**src/inc/cond_flags_defs.vh**
```
// register map, command fields and encodings of the flag and address unit
`ifndef COND_FLAGS_DEFS_VH
`define COND_FLAGS_DEFS_VH

// register byte offsets (low eight address bits decoded)
`define A_OPA 8'h00
`define A_OPB 8'h04
`define A_IMM 8'h08
`define A_PC 8'h0c
`define A_CMD 8'h10
`define A_RESULT 8'h14
`define A_FLAGS 8'h18
`define A_ADDR 8'h1c
`define A_DATA 8'h20
`define A_STATUS 8'h24
`define A_SP 8'h28

// command register fields
`define F_OP 3:0
`define F_COND 7:4
`define F_SIZE 9:8
`define B_SIGNED 10
`define B_REGFORM 11
`define B_SPBASE 12
`define B_IMMPRES 13
`define B_CONDPRES 14
`define CMD_W 15

// operations
`define OP_ADD 4'h0
`define OP_SUB 4'h1
`define OP_CMP 4'h2
`define OP_CMN 4'h3
`define OP_BRANCH 4'h4
`define OP_ADR 4'h5
`define OP_LOAD 4'h6
`define OP_STORE 4'h7

// access sizes
`define SZ_BYTE 2'b00
`define SZ_HALF 2'b01
`define SZ_WORD 2'b10

// condition codes
`define CC_EQ 4'h0
`define CC_NE 4'h1
`define CC_CS 4'h2
`define CC_CC 4'h3
`define CC_MI 4'h4
`define CC_PL 4'h5
`define CC_VS 4'h6
`define CC_VC 4'h7
`define CC_HI 4'h8
`define CC_LS 4'h9
`define CC_GE 4'ha
`define CC_LT 4'hb
`define CC_GT 4'hc
`define CC_LE 4'hd
`define CC_AL 4'he

// immediate limits and pc bias
`define LIM_SP_WORD 32'h0000_03fc
`define LIM_WORD 32'h0000_007c
`define LIM_HALF 32'h0000_003e
`define LIM_BYTE 32'h0000_001f
`define PC_BIAS 32'h0000_0004

// status bits and flag positions
`define ST_BUSY 0
`define ST_FAULT 1
`define ST_TAKEN 2
`define ST_RANGE 3
`define FL_SHIFT 28

`endif

```
**src/logic/cond_eval.v**
```verilog
// condition code evaluation against the four arithmetic flags
`timescale 1ns/100ps
`default_nettype none
`include "cond_flags_defs.vh"

module cond_eval (
    input wire [3:0] cond_in,      // condition code
    input wire flag_n_in,          // negative
    input wire flag_z_in,          // zero
    input wire flag_c_in,          // carry
    input wire flag_v_in,          // overflow
    output reg pass_out            // condition satisfied
);

    // pure decode; unknown code 4'hf never passes
    always @* begin
        case (cond_in)
            `CC_EQ: pass_out = flag_z_in;
            `CC_NE: pass_out = ~flag_z_in;
            `CC_CS: pass_out = flag_c_in;
            `CC_CC: pass_out = ~flag_c_in;
            `CC_MI: pass_out = flag_n_in;
            `CC_PL: pass_out = ~flag_n_in;
            `CC_VS: pass_out = flag_v_in;
            `CC_VC: pass_out = ~flag_v_in;
            `CC_HI: pass_out = flag_c_in & ~flag_z_in;
            `CC_LS: pass_out = ~flag_c_in | flag_z_in;
            `CC_GE: pass_out = flag_n_in == flag_v_in;
            `CC_LT: pass_out = flag_n_in != flag_v_in;
            `CC_GT: begin
                pass_out = ~flag_z_in & (flag_n_in == flag_v_in);
            end
            `CC_LE: begin
                pass_out = flag_z_in | (flag_n_in != flag_v_in);
            end
            `CC_AL: pass_out = 1'b1;
            default: pass_out = 1'b0;
        endcase
    end

endmodule // cond_eval
`default_nettype wire

```
**src/logic/cond_flags_and_ldst_addr.v**
```verilog
// flag unit, branch condition and load/store address unit behind ahb-lite
//
// Local design decisions: the AHB-Lite register port and the register addresses.
`timescale 1ns/100ps
`default_nettype none
`include "cond_flags_defs.vh"

module cond_flags_and_ldst_addr (
    input wire clk_sys_in,             // 20 mhz core clock
    input wire sys_rst_in,             // synchronous, active high
    input wire clk_en_in,              // freezes all state when low
    input wire hsel_in,
    input wire [31:0] haddr_in,
    input wire [1:0] htrans_in,
    input wire hwrite_in,
    input wire [2:0] hsize_in,
    input wire [31:0] hwdata_in,
    input wire hready_in,
    output wire [31:0] hrdata_out,
    output wire hreadyout_out,
    output wire hresp_out,
    output wire mem_req_out,           // one cycle access strobe
    output wire mem_we_out,            // store when high
    output wire [1:0] mem_size_out,    // byte, half or word
    output wire [31:0] mem_addr_out,
    output wire [31:0] mem_wdata_out,
    input wire [31:0] mem_rdata_in,    // word holding the lanes
    input wire mem_ack_in,             // access finished
    output wire hard_fault_out,        // one cycle fault pulse
    output wire branch_taken_out,      // one cycle redirect pulse
    output wire [3:0] status_word_out  // n z c v
);

    localparam S_IDLE = 2'b00;         // waiting for a command
    localparam S_EXEC = 2'b01;         // evaluating the command
    localparam S_WAIT = 2'b10;         // memory access in flight

    // software visible registers
    reg [31:0] opa_ff;                 // base or first operand
    reg [31:0] opb_ff;                 // offset reg or second operand
    reg [31:0] imm_ff;                 // immediate field
    reg [31:0] pc_ff;                  // current instruction address
    reg [31:0] sp_ff;                  // stack pointer base
    reg [31:0] data_ff;                // store source register
    reg [31:0] result_ff;              // destination register
    reg [31:0] addr_ff;                // last effective address
    reg [3:0] flags_ff;                // application_status_word
    reg [`CMD_W-1:0] cmd_ff;           // latched command
    reg [1:0] state_ff;
    reg fault_ff;                      // sticky alignment fault
    reg range_ff;                      // sticky immediate range error
    reg taken_ff;                      // last branch was taken
    // pulse and memory outputs
    reg fault_pls_ff;
    reg taken_pls_ff;
    reg mem_req_ff;
    reg mem_we_ff;
    reg [1:0] mem_size_ff;
    reg [31:0] mem_wdata_ff;
    // bus slave state
    reg wr_pend_ff;                    // write data phase pending
    reg [7:0] wr_addr_ff;
    reg [31:0] hrdata_ff;

    // command fields
    wire [3:0] op = cmd_ff[`F_OP];
    wire [1:0] sz = cmd_ff[`F_SIZE];
    wire regform = cmd_ff[`B_REGFORM];
    wire spbase = cmd_ff[`B_SPBASE];

    // arithmetic, unbounded in 33 bits
    wire is_sub = (op == `OP_SUB) || (op == `OP_CMP);
    wire [32:0] add_res = {1'b0, opa_ff} + {1'b0, opb_ff};
    wire [32:0] sub_res = {1'b0, opa_ff} + {1'b0, ~opb_ff} + 33'h1;
    wire [32:0] ar = is_sub ? sub_res : add_res;
    wire fl_n = ar[31];
    wire fl_z = (ar[31:0] == 32'h0);
    // carry out of the add; for a subtract it is not-borrow
    wire fl_c = ar[32];
    // same-sign operands (add) or opposite (sub) flipping the sign
    wire same_sgn = (opa_ff[31] == opb_ff[31]);
    wire fl_v = (is_sub ? ~same_sgn : same_sgn)
                & (ar[31] != opa_ff[31]);

    // branch condition; missing suffix behaves as always
    wire [3:0] cond_sel = cmd_ff[`B_CONDPRES] ? cmd_ff[`F_COND]
                                             : `CC_AL;
    wire cond_pass;

    cond_eval u_cond (
        .cond_in(cond_sel),
        .flag_n_in(flags_ff[3]),
        .flag_z_in(flags_ff[2]),
        .flag_c_in(flags_ff[1]),
        .flag_v_in(flags_ff[0]),
        .pass_out(cond_pass)
    );

    // pc as seen by the instruction
    wire [31:0] pc_view = pc_ff + `PC_BIAS;

    // effective address generation
    wire [31:0] imm_eff = cmd_ff[`B_IMMPRES] ? imm_ff
                                             : 32'h0;
    wire [31:0] base = spbase ? sp_ff : opa_ff;
    wire [31:0] ea = regform ? opa_ff + opb_ff
                             : base + imm_eff;

    // immediate range checks, word-sp / word / half / byte
    reg imm_ok;
    always @* begin
        imm_ok = 1'b0;
        if (regform) begin
            imm_ok = 1'b1;
        end else begin
            case (sz)
                `SZ_WORD: begin
                    if (spbase) begin
                        imm_ok = (imm_eff <= `LIM_SP_WORD)
                                 && (imm_eff[1:0] == 2'b00);
                    end else begin
                        imm_ok = (imm_eff <= `LIM_WORD)
                                 && (imm_eff[1:0] == 2'b00);
                    end
                end
                `SZ_HALF: begin
                    // stack base is only offered for words
                    imm_ok = ~spbase && (imm_eff <= `LIM_HALF)
                             && ~imm_eff[0];
                end
                `SZ_BYTE: begin
                    imm_ok = ~spbase
                             && (imm_eff <= `LIM_BYTE);
                end
                default: imm_ok = 1'b0;
            endcase
        end
    end

    // alignment; byte accesses are always aligned
    reg misaligned;
    always @* begin
        case (sz)
            `SZ_WORD: misaligned = (ea[1:0] != 2'b00);
            `SZ_HALF: misaligned = ea[0];
            default: misaligned = 1'b0;
        endcase
    end

    // store data narrowed to the access size
    reg [31:0] st_data;
    always @* begin
        case (sz)
            `SZ_BYTE: st_data = {24'h0, data_ff[7:0]};
            `SZ_HALF: st_data = {16'h0, data_ff[15:0]};
            default: st_data = data_ff;
        endcase
    end

    // pick the addressed lane out of the returned word
    wire [31:0] lane = mem_rdata_in >> {addr_ff[1:0], 3'b000};
    // sign extension exists only in the register form
    wire sx = cmd_ff[`B_SIGNED] & regform;
    reg [31:0] ld_data;
    always @* begin
        case (sz)
            `SZ_BYTE: begin
                ld_data = {{24{sx & lane[7]}}, lane[7:0]};
            end
            `SZ_HALF: begin
                ld_data = {{16{sx & lane[15]}}, lane[15:0]};
            end
            default: ld_data = mem_rdata_in;
        endcase
    end

    // bus address phase; zero wait state when enabled
    wire ahb_go = hsel_in & htrans_in[1] & hready_in & clk_en_in;
    wire [7:0] ra = haddr_in[7:0];
    wire idle = (state_ff == S_IDLE);

    // read mux, sampled at the address phase
    reg [31:0] rd_mux;
    always @* begin
        case (ra)
            `A_OPA: rd_mux = opa_ff;
            `A_OPB: rd_mux = opb_ff;
            `A_IMM: rd_mux = imm_ff;
            `A_PC: rd_mux = pc_ff;
            `A_CMD: rd_mux = {17'h0, cmd_ff};
            `A_RESULT: rd_mux = result_ff;
            `A_FLAGS: rd_mux = {flags_ff, 28'h0};
            `A_ADDR: rd_mux = addr_ff;
            `A_DATA: rd_mux = data_ff;
            `A_STATUS: begin
                rd_mux = {28'h0, range_ff, taken_ff,
                          fault_ff, ~idle};
            end
            `A_SP: rd_mux = sp_ff;
            default: rd_mux = 32'h0;  // unmapped reads as zero
        endcase
    end

    // write decode in the data phase
    wire wr_now = wr_pend_ff & clk_en_in;
    wire wr_opa = wr_now && (wr_addr_ff == `A_OPA);
    wire wr_opb = wr_now && (wr_addr_ff == `A_OPB);
    wire wr_imm = wr_now && (wr_addr_ff == `A_IMM);
    wire wr_pc = wr_now && (wr_addr_ff == `A_PC);
    wire wr_cmd = wr_now && (wr_addr_ff == `A_CMD);
    wire wr_fl = wr_now && (wr_addr_ff == `A_FLAGS);
    wire wr_dat = wr_now && (wr_addr_ff == `A_DATA);
    wire wr_st = wr_now && (wr_addr_ff == `A_STATUS);
    wire wr_sp = wr_now && (wr_addr_ff == `A_SP);

    // hardware events of the execute step
    wire ex = (state_ff == S_EXEC);
    wire is_mem = (op == `OP_LOAD) || (op == `OP_STORE);
    wire mem_bad = ex && is_mem && (~imm_ok || misaligned);
    wire set_fault = ex && is_mem && imm_ok && misaligned;
    wire set_range = ex && is_mem && ~imm_ok;
    wire br_go = ex && (op == `OP_BRANCH) && cond_pass;
    wire fl_upd = ex && ((op == `OP_ADD) || (op == `OP_SUB)
                  || (op == `OP_CMP) || (op == `OP_CMN));

    // bus slave flops
    always @(posedge clk_sys_in) begin
        if (sys_rst_in) begin
            wr_pend_ff <= 1'b0;
            wr_addr_ff <= 8'h0;
            hrdata_ff <= 32'h0;
        end else if (clk_en_in) begin
            // a new address phase replaces any finished one
            if (hready_in) begin
                wr_pend_ff <= ahb_go & hwrite_in;
                wr_addr_ff <= ra;
            end
            if (ahb_go & ~hwrite_in) begin
                hrdata_ff <= rd_mux;
            end
        end
    end

    // software operand registers
    always @(posedge clk_sys_in) begin
        if (sys_rst_in) begin
            opa_ff <= 32'h0;
            opb_ff <= 32'h0;
            imm_ff <= 32'h0;
            data_ff <= 32'h0;
            sp_ff <= 32'h0;
        end else if (clk_en_in) begin
            if (wr_opa) opa_ff <= hwdata_in;
            if (wr_opb) opb_ff <= hwdata_in;
            if (wr_imm) imm_ff <= hwdata_in;
            if (wr_dat) data_ff <= hwdata_in;
            if (wr_sp) sp_ff <= hwdata_in;
        end
    end

    // program counter: software load, taken branch redirects
    always @(posedge clk_sys_in) begin
        if (sys_rst_in) begin
            pc_ff <= 32'h0;
        end else if (clk_en_in) begin
            if (br_go) begin
                pc_ff <= pc_view + imm_eff;
            end else if (wr_pc) begin
                pc_ff <= hwdata_in;
            end
        end
    end

    // flags: only add, sub and the compares touch them
    always @(posedge clk_sys_in) begin
        if (sys_rst_in) begin
            flags_ff <= 4'h0;
        end else if (clk_en_in) begin
            if (fl_upd) begin
                flags_ff <= {fl_n, fl_z, fl_c, fl_v};
            end else if (wr_fl) begin
                flags_ff <= hwdata_in[31:`FL_SHIFT];
            end
            // all other operations hold the flags
        end
    end

    // sticky fault and range, plus last-branch taken; a hardware set beats a same-cycle clear
    always @(posedge clk_sys_in) begin
        if (sys_rst_in) begin
            fault_ff <= 1'b0;
            range_ff <= 1'b0;
            taken_ff <= 1'b0;
        end else if (clk_en_in) begin
            fault_ff <= set_fault | (fault_ff
                        & ~(wr_st & hwdata_in[`ST_FAULT]));
            range_ff <= set_range | (range_ff
                        & ~(wr_st & hwdata_in[`ST_RANGE]));
            if (ex && (op == `OP_BRANCH)) begin
                taken_ff <= cond_pass;
            end
        end
    end

    // command sequencer and datapath results
    always @(posedge clk_sys_in) begin
        if (sys_rst_in) begin
            state_ff <= S_IDLE;
            cmd_ff <= {`CMD_W{1'b0}};
            result_ff <= 32'h0;
            addr_ff <= 32'h0;
            mem_req_ff <= 1'b0;
            mem_we_ff <= 1'b0;
            mem_size_ff <= `SZ_WORD;
            mem_wdata_ff <= 32'h0;
            fault_pls_ff <= 1'b0;
            taken_pls_ff <= 1'b0;
        end else if (clk_en_in) begin
            mem_req_ff <= 1'b0;
            fault_pls_ff <= set_fault;
            taken_pls_ff <= br_go;
            case (state_ff)
                S_IDLE: begin
                    // commands written while busy are dropped
                    if (wr_cmd) begin
                        cmd_ff <= hwdata_in[`CMD_W-1:0];
                        state_ff <= S_EXEC;
                    end
                end
                S_EXEC: begin
                    state_ff <= S_IDLE;
                    case (op)
                        `OP_ADD, `OP_SUB: result_ff <= ar[31:0];
                        `OP_ADR: begin
                            // flags stay as they are
                            result_ff <= pc_view + imm_eff;
                        end
                        `OP_LOAD, `OP_STORE: begin
                            addr_ff <= ea;
                            // a fault never reaches memory
                            if (~mem_bad) begin
                                mem_req_ff <= 1'b1;
                                mem_we_ff <= (op == `OP_STORE);
                                mem_size_ff <= sz;
                                mem_wdata_ff <= st_data;
                                state_ff <= S_WAIT;
                            end
                        end
                        // compares and branches write no result
                        default: result_ff <= result_ff;
                    endcase
                end
                S_WAIT: begin
                    // memory answers with an ack, any latency
                    if (mem_ack_in) begin
                        if (~mem_we_ff) begin
                            result_ff <= ld_data;
                        end
                        state_ff <= S_IDLE;
                    end
                end
                default: state_ff <= S_IDLE;
            endcase
        end
    end

    // outputs
    assign hrdata_out = hrdata_ff;
    assign hreadyout_out = clk_en_in;  // stalls the bus while frozen
    assign hresp_out = 1'b0;
    assign mem_req_out = mem_req_ff;
    assign mem_we_out = mem_we_ff;
    assign mem_size_out = mem_size_ff;
    assign mem_addr_out = addr_ff;
    assign mem_wdata_out = mem_wdata_ff;
    assign hard_fault_out = fault_pls_ff;
    assign branch_taken_out = taken_pls_ff;
    assign status_word_out = flags_ff;

endmodule // cond_flags_and_ldst_addr
`default_nettype wire

```
**config.mk**
```make
export PLATFORM = sky130hd
export DESIGN_NAME = cond_flags_and_ldst_addr
export DESIGN_NICKNAME = d
export VERILOG_FILES = /design/src/logic/cond_eval.v /design/src/logic/cond_flags_and_ldst_addr.v
export VERILOG_INCLUDE_DIRS = /design/src /design/src/inc
export SDC_FILE = /design/constraint.sdc
export NUM_CORES = 1
export LEC_CHECK = 0
export BUFFER_PORTS_ARGS = -buffer_cell sky130_fd_sc_hd__buf_2
export CORE_MARGIN = 4
export CORE_UTILIZATION = 50
export DETAILED_ROUTE_END_ITERATION = 16
export GPL_ROUTABILITY_DRIVEN = 0
export HOLD_SLACK_MARGIN = 0.03
export PLACE_DENSITY = 0.75
export SLEW_MARGIN = 20
export SYNTH_ARGS = -nofsm -noshare
export SYNTH_HDL_FRONTEND = slang
export SYNTH_SLANG_ARGS = --single-unit
```
**constraint.sdc**
```tcl
create_clock -name clk_sys_in -period 6.51 [get_ports clk_sys_in]
set_input_delay 1.953 -clock clk_sys_in [delete_from_list [all_inputs] [get_ports clk_sys_in]]
set_output_delay 1.953 -clock clk_sys_in [all_outputs]
set_load 0.01 [all_outputs]
```
==> results by group <==
Worst setup path
  • Largest fanout on the critical path: 21
  • FF-to-FF End: result_ff[29]$_SDFFE_PP0P_
  • Critical Path End Type: flip-flop
  • CP most frequent cell: a21oi_1
  • Reg2reg start: cmd_ff[13]$_SDFFE_PP0P_
  • Critical path, cell by cell: buf_4 > nand2_1 > inv_1 > ha_1 > ha_1 > and3_1 > nand2_1 > a21oi_1 > a211oi_1 > o311ai_0 > a21oi_1 > o21bai_1 > a21oi_1 > xnor2_1 > mux2i_1 > a211oi_1
  • Slowest CP cell: o311ai_0
  • Reg2reg path depth: 16
  • Req. time, crit path: 7.01 ns
  • Slowest stage delay, CP: 0.89 ns
  • R2r setup slk: 1.16 ns
  • Crit path kind: flip-flop to flip-flop
  • Crit path DAT: ~5.8 ns
  • Crit path launch type: flip-flop

Floorplanning
  • Die X: 228 um
  • Row Count: 80
  • Core Footprint: around 48000 um2
  • Area of the die: 52000 um2
  • Number of I/O pins: 216
  • Starting density of the core: 0.506
  • Die height: approximately 230 um

Min path
  • Hold path start: mem_wdata_out[29]$_SDFFE_PP0P_
  • HP Class: flip-flop to flip-flop
  • Hold Path Stages: 2
  • Worst Hold Path EP: mem_wdata_out[29]$_SDFFE_PP0P_

Clock network
  • CTS clock-pin slew for the worst setup and hold paths: around 0.060 ns
  • CTS resizes: 0
  • Clock Sinks: between 300 and 400
  • Htree depth: 2
  • Clock root buffer master: clkbuf_16
  • TritonCTS buffer count: 39
  • Setup Buffers After CTS: 0
  • Skew-Pair Late Insertion Delay: between 0.5 and 0.6 ns
  • CTS tree: yes
  • # hold bufs at CTS: 0
  • CTS max path bufs: 3

Logic synthesis
  • Simple-Gate Fraction of Synth Area: 0.206
  • EDFF count, synth: 0
  • Cell Area, Synth: 24200 um2
  • Complex-gate fraction of the synthesized area: 0.277
  • Syn Inst Count: approximately 3200
  • Synthesized area per cell: 7.61 um2
  • Top cell type's share of synthesized area: 0.297
  • Adder-cell share of the synthesized area: 0.0859
  • Async S/R FF share, synth: 0
  • Synth cell types: 105
  • Top FF cell, synth: dfxtp_1
  • Largest cells by area after synthesis: dfxtp_1 (30%), ha_1 (8.2%), nand2_1 (8.2%)
  • Seq/Total Area, Yosys: 0.297
  • YS warnings: 0
  • Number of synthesized register bits: between 300 and 400
  • Post-synthesis mux area share: 0.0408
  • XOR/XNOR Fraction of Synth Area: 0.0415
  • Largest area contributor in the netlist: dfxtp_1
  • Main combinational cell family by area after synthesis: compound AO/OA/AOI/OAI gates
  • Synth Net Count: 3453

Finish
  • Nets: approximately 3500
  • Design area: roughly 27000 um2
  • Synth-to-Final Area Change: 10.7%
  • Non-Filler Instances: about 3900
  • Fillers: about 4500
  • Share of layout cells above drive strength 1: 0.123

Placement
  • Dpl cell area: around 25000 um2
  • Dpl hpwl: ~70000 um
  • Port Buffers: between 150 and 200
  • DP Cell Count: 3801

Flow run
  • Maximum Capacitance Violations: 0

Routing
  • Top Layer Used: met5
  • Drt pass-1 iters: 7
  • Wl on met1: approximately 37000 um
  • Via count: ~26000
  • Post-DR wirelength/cell: between 20 and 25 um
  • DRC: 0
  • DRT iter0 DRCs: between 3000 and 4000
  • Wire length on met3: between 15000 and 20000 um
  • Met2 WL: around 37000 um
  • Final wirelength: approximately 94000 um
  • Vias per cell: approximately 6.6
  • DRT antenna net count: 0

Pwr
  • VDD IR-drop max: just under 0.0002 V
  • Power per cell area: 179 nW/um2
  • Tot Pwr: about 4.8 mW
  • Leak Pwr: about 11 nW

Timing
  • Final Hold Viols: 0
  • TNS Setup: 0 ns
  • Hold_ws: roughly 0.45 ns
  • Crit share post-route: 0.821
  • Setup-failing EPs final: 0
  • Relative slew slack: 0.223
  • Max-slew violation count: 0
  • Unrepaired setup endpoints after global routing: false
  • Worst-Margin Slew: ~1.2 ns
  • Setup Skew: around 0.017 ns
  • Period minus WS final: approximately 5.3 ns
  • Highest clock rate: ~190 MHz

Status
  • Outcome: finished clean

GRT
  • First-pass GRT wire length: between 100000 and 150000 um
  • Grt ovf: 0
  • Largest net degree at the start of global routing: 176
  • Number of global-route vias before repair: roughly 23000
  • All-Layer GR Usage: 0.343
  • Initial antenna violation count: 3
-- state kept, by name (all words and copies together) (netlist names), 4 cells and up --
signal and count:
data_ff 32, hrdata_out 32, imm_ff 32, mem_addr_out 32, mem_wdata_out 32, opa_ff 32, opb_ff 32, pc_ff 32
result_ff 32, sp_ff 32, cmd_ff 15, wr_addr_ff 8, status_word_out 4
-- critical path, delay by kind of cell (launching register included) --
family	cells	cell delay [ns]
buffers and inverters	2	0.55
xor gates and xnor gates	1	0.41
muxes	1	0.27
and+or+nand+nor	3	0.43
DFF	1	0.81
adders and majority gates	2	0.64
AOI/OAI and AO/OA	7	2.14
-- kinds of logic after synthesis --
family                     count (synthesis)
and+or+nand+nor                         1128
buffers and inverters                    321
other                                      1
muxes                                     95
adders and majority gates                164
DFF                                      359
xor gates and xnor gates                 114
AOI/OAI and AO/OA                       1000
-- synthesized netlist by cell type, types with 22 or more instances --
cell,n
a211oi_1,77
a21o_1,47
a21oi_1,392
a222oi_1,49
a22oi_1,88
and2_1,43
and3_1,25
clkbuf_1,192
dfxtp_1,359
ha_1,159
inv_1,99
mux2_2,25
mux2i_1,68
nand2_1,528
nand3_1,94
nor2_1,266
nor3_1,47
o211ai_1,22
o21ai_0,93
xnor2_1,83
xor2_1,30
-- through the flow --
step / util / setup slack (ns)
after floorplan: - / 2.12
after global placement: 0.532 / 1.45
after detailed placement: 0.532 / 1.44
after CTS: 0.560 / 1.45
after global routing: 0.560 / 0.975
final: 0.560 / 1.16
-- worst max-delay path by stage --
stage                     cells after the start                    start                               to
final                                        16  cmd_ff[13]$_SDFFE_PP0P_       result_ff[29]$_SDFFE_PP0P_
after global routing                         16  cmd_ff[13]$_SDFFE_PP0P_       result_ff[29]$_SDFFE_PP0P_
after CTS                                    16  cmd_ff[13]$_SDFFE_PP0P_       result_ff[29]$_SDFFE_PP0P_
after detailed placement                     10                clk_en_in  status_word_out[2]$_SDFFE_PP0P_
after global placement                       10                clk_en_in  status_word_out[2]$_SDFFE_PP0P_
after floorplan                               9                clk_en_in          cmd_ff[10]$_SDFFE_PP0P_
-- per-layer routing --
metal,up-vias,GRT usage
met5,-,0.00919
met2,1844,0.482
met3,272,0.132
met1,11900,0.480
li1,11600,-
met4,2,0.112
-- cell type report --
type                       instances  area, um2  share of cell area
timing repair buffer             225       1250              0.0465
antenna                            1       2.50           0.0000933
multi-input combinational       2502      15900               0.592
tap                              615        769              0.0287
inverter                         100        375              0.0140
clock inverter                    12        180             0.00672
sequential                       359       7190               0.268
clock buffer                      59       1180              0.0441
-- power by group --
group | internal [mW] | switching (mW) | leakage, nW
Sequential | 2.20 | 0.00465 | 2.89
Clock | 1.42 | 0.983 | 0.665
Combinational | 0.0514 | 0.137 | 7.22
-- cells in the final DEF, fill, tap and decap left out, types with 11 or more instances in the layout --
master,instances
a211oi_1,76
a21o_1,47
a21oi_1,392
a221o_1,16
a221oi_1,13
a222oi_1,49
a22oi_1,88
a31o_2,13
a31oi_1,19
and2_1,43
and3_1,24
buf_2,185
buf_4,38
clkbuf_16,40
clkbuf_8,11
dfxtp_1,357
ha_1,159
inv_1,98
mux2_2,25
mux2i_1,68
nand2_1,524
nand2b_1,15
nand3_1,94
nand4_1,17
nor2_1,251
nor2_2,12
nor2b_1,19
nor3_1,47
nor4_1,15
o211ai_1,22
o21a_1,15
o21ai_0,93
o21bai_1,18
o31ai_1,15
or3_1,14
xnor2_1,83
xor2_1,30
Power figures use the tool's default switching activity.
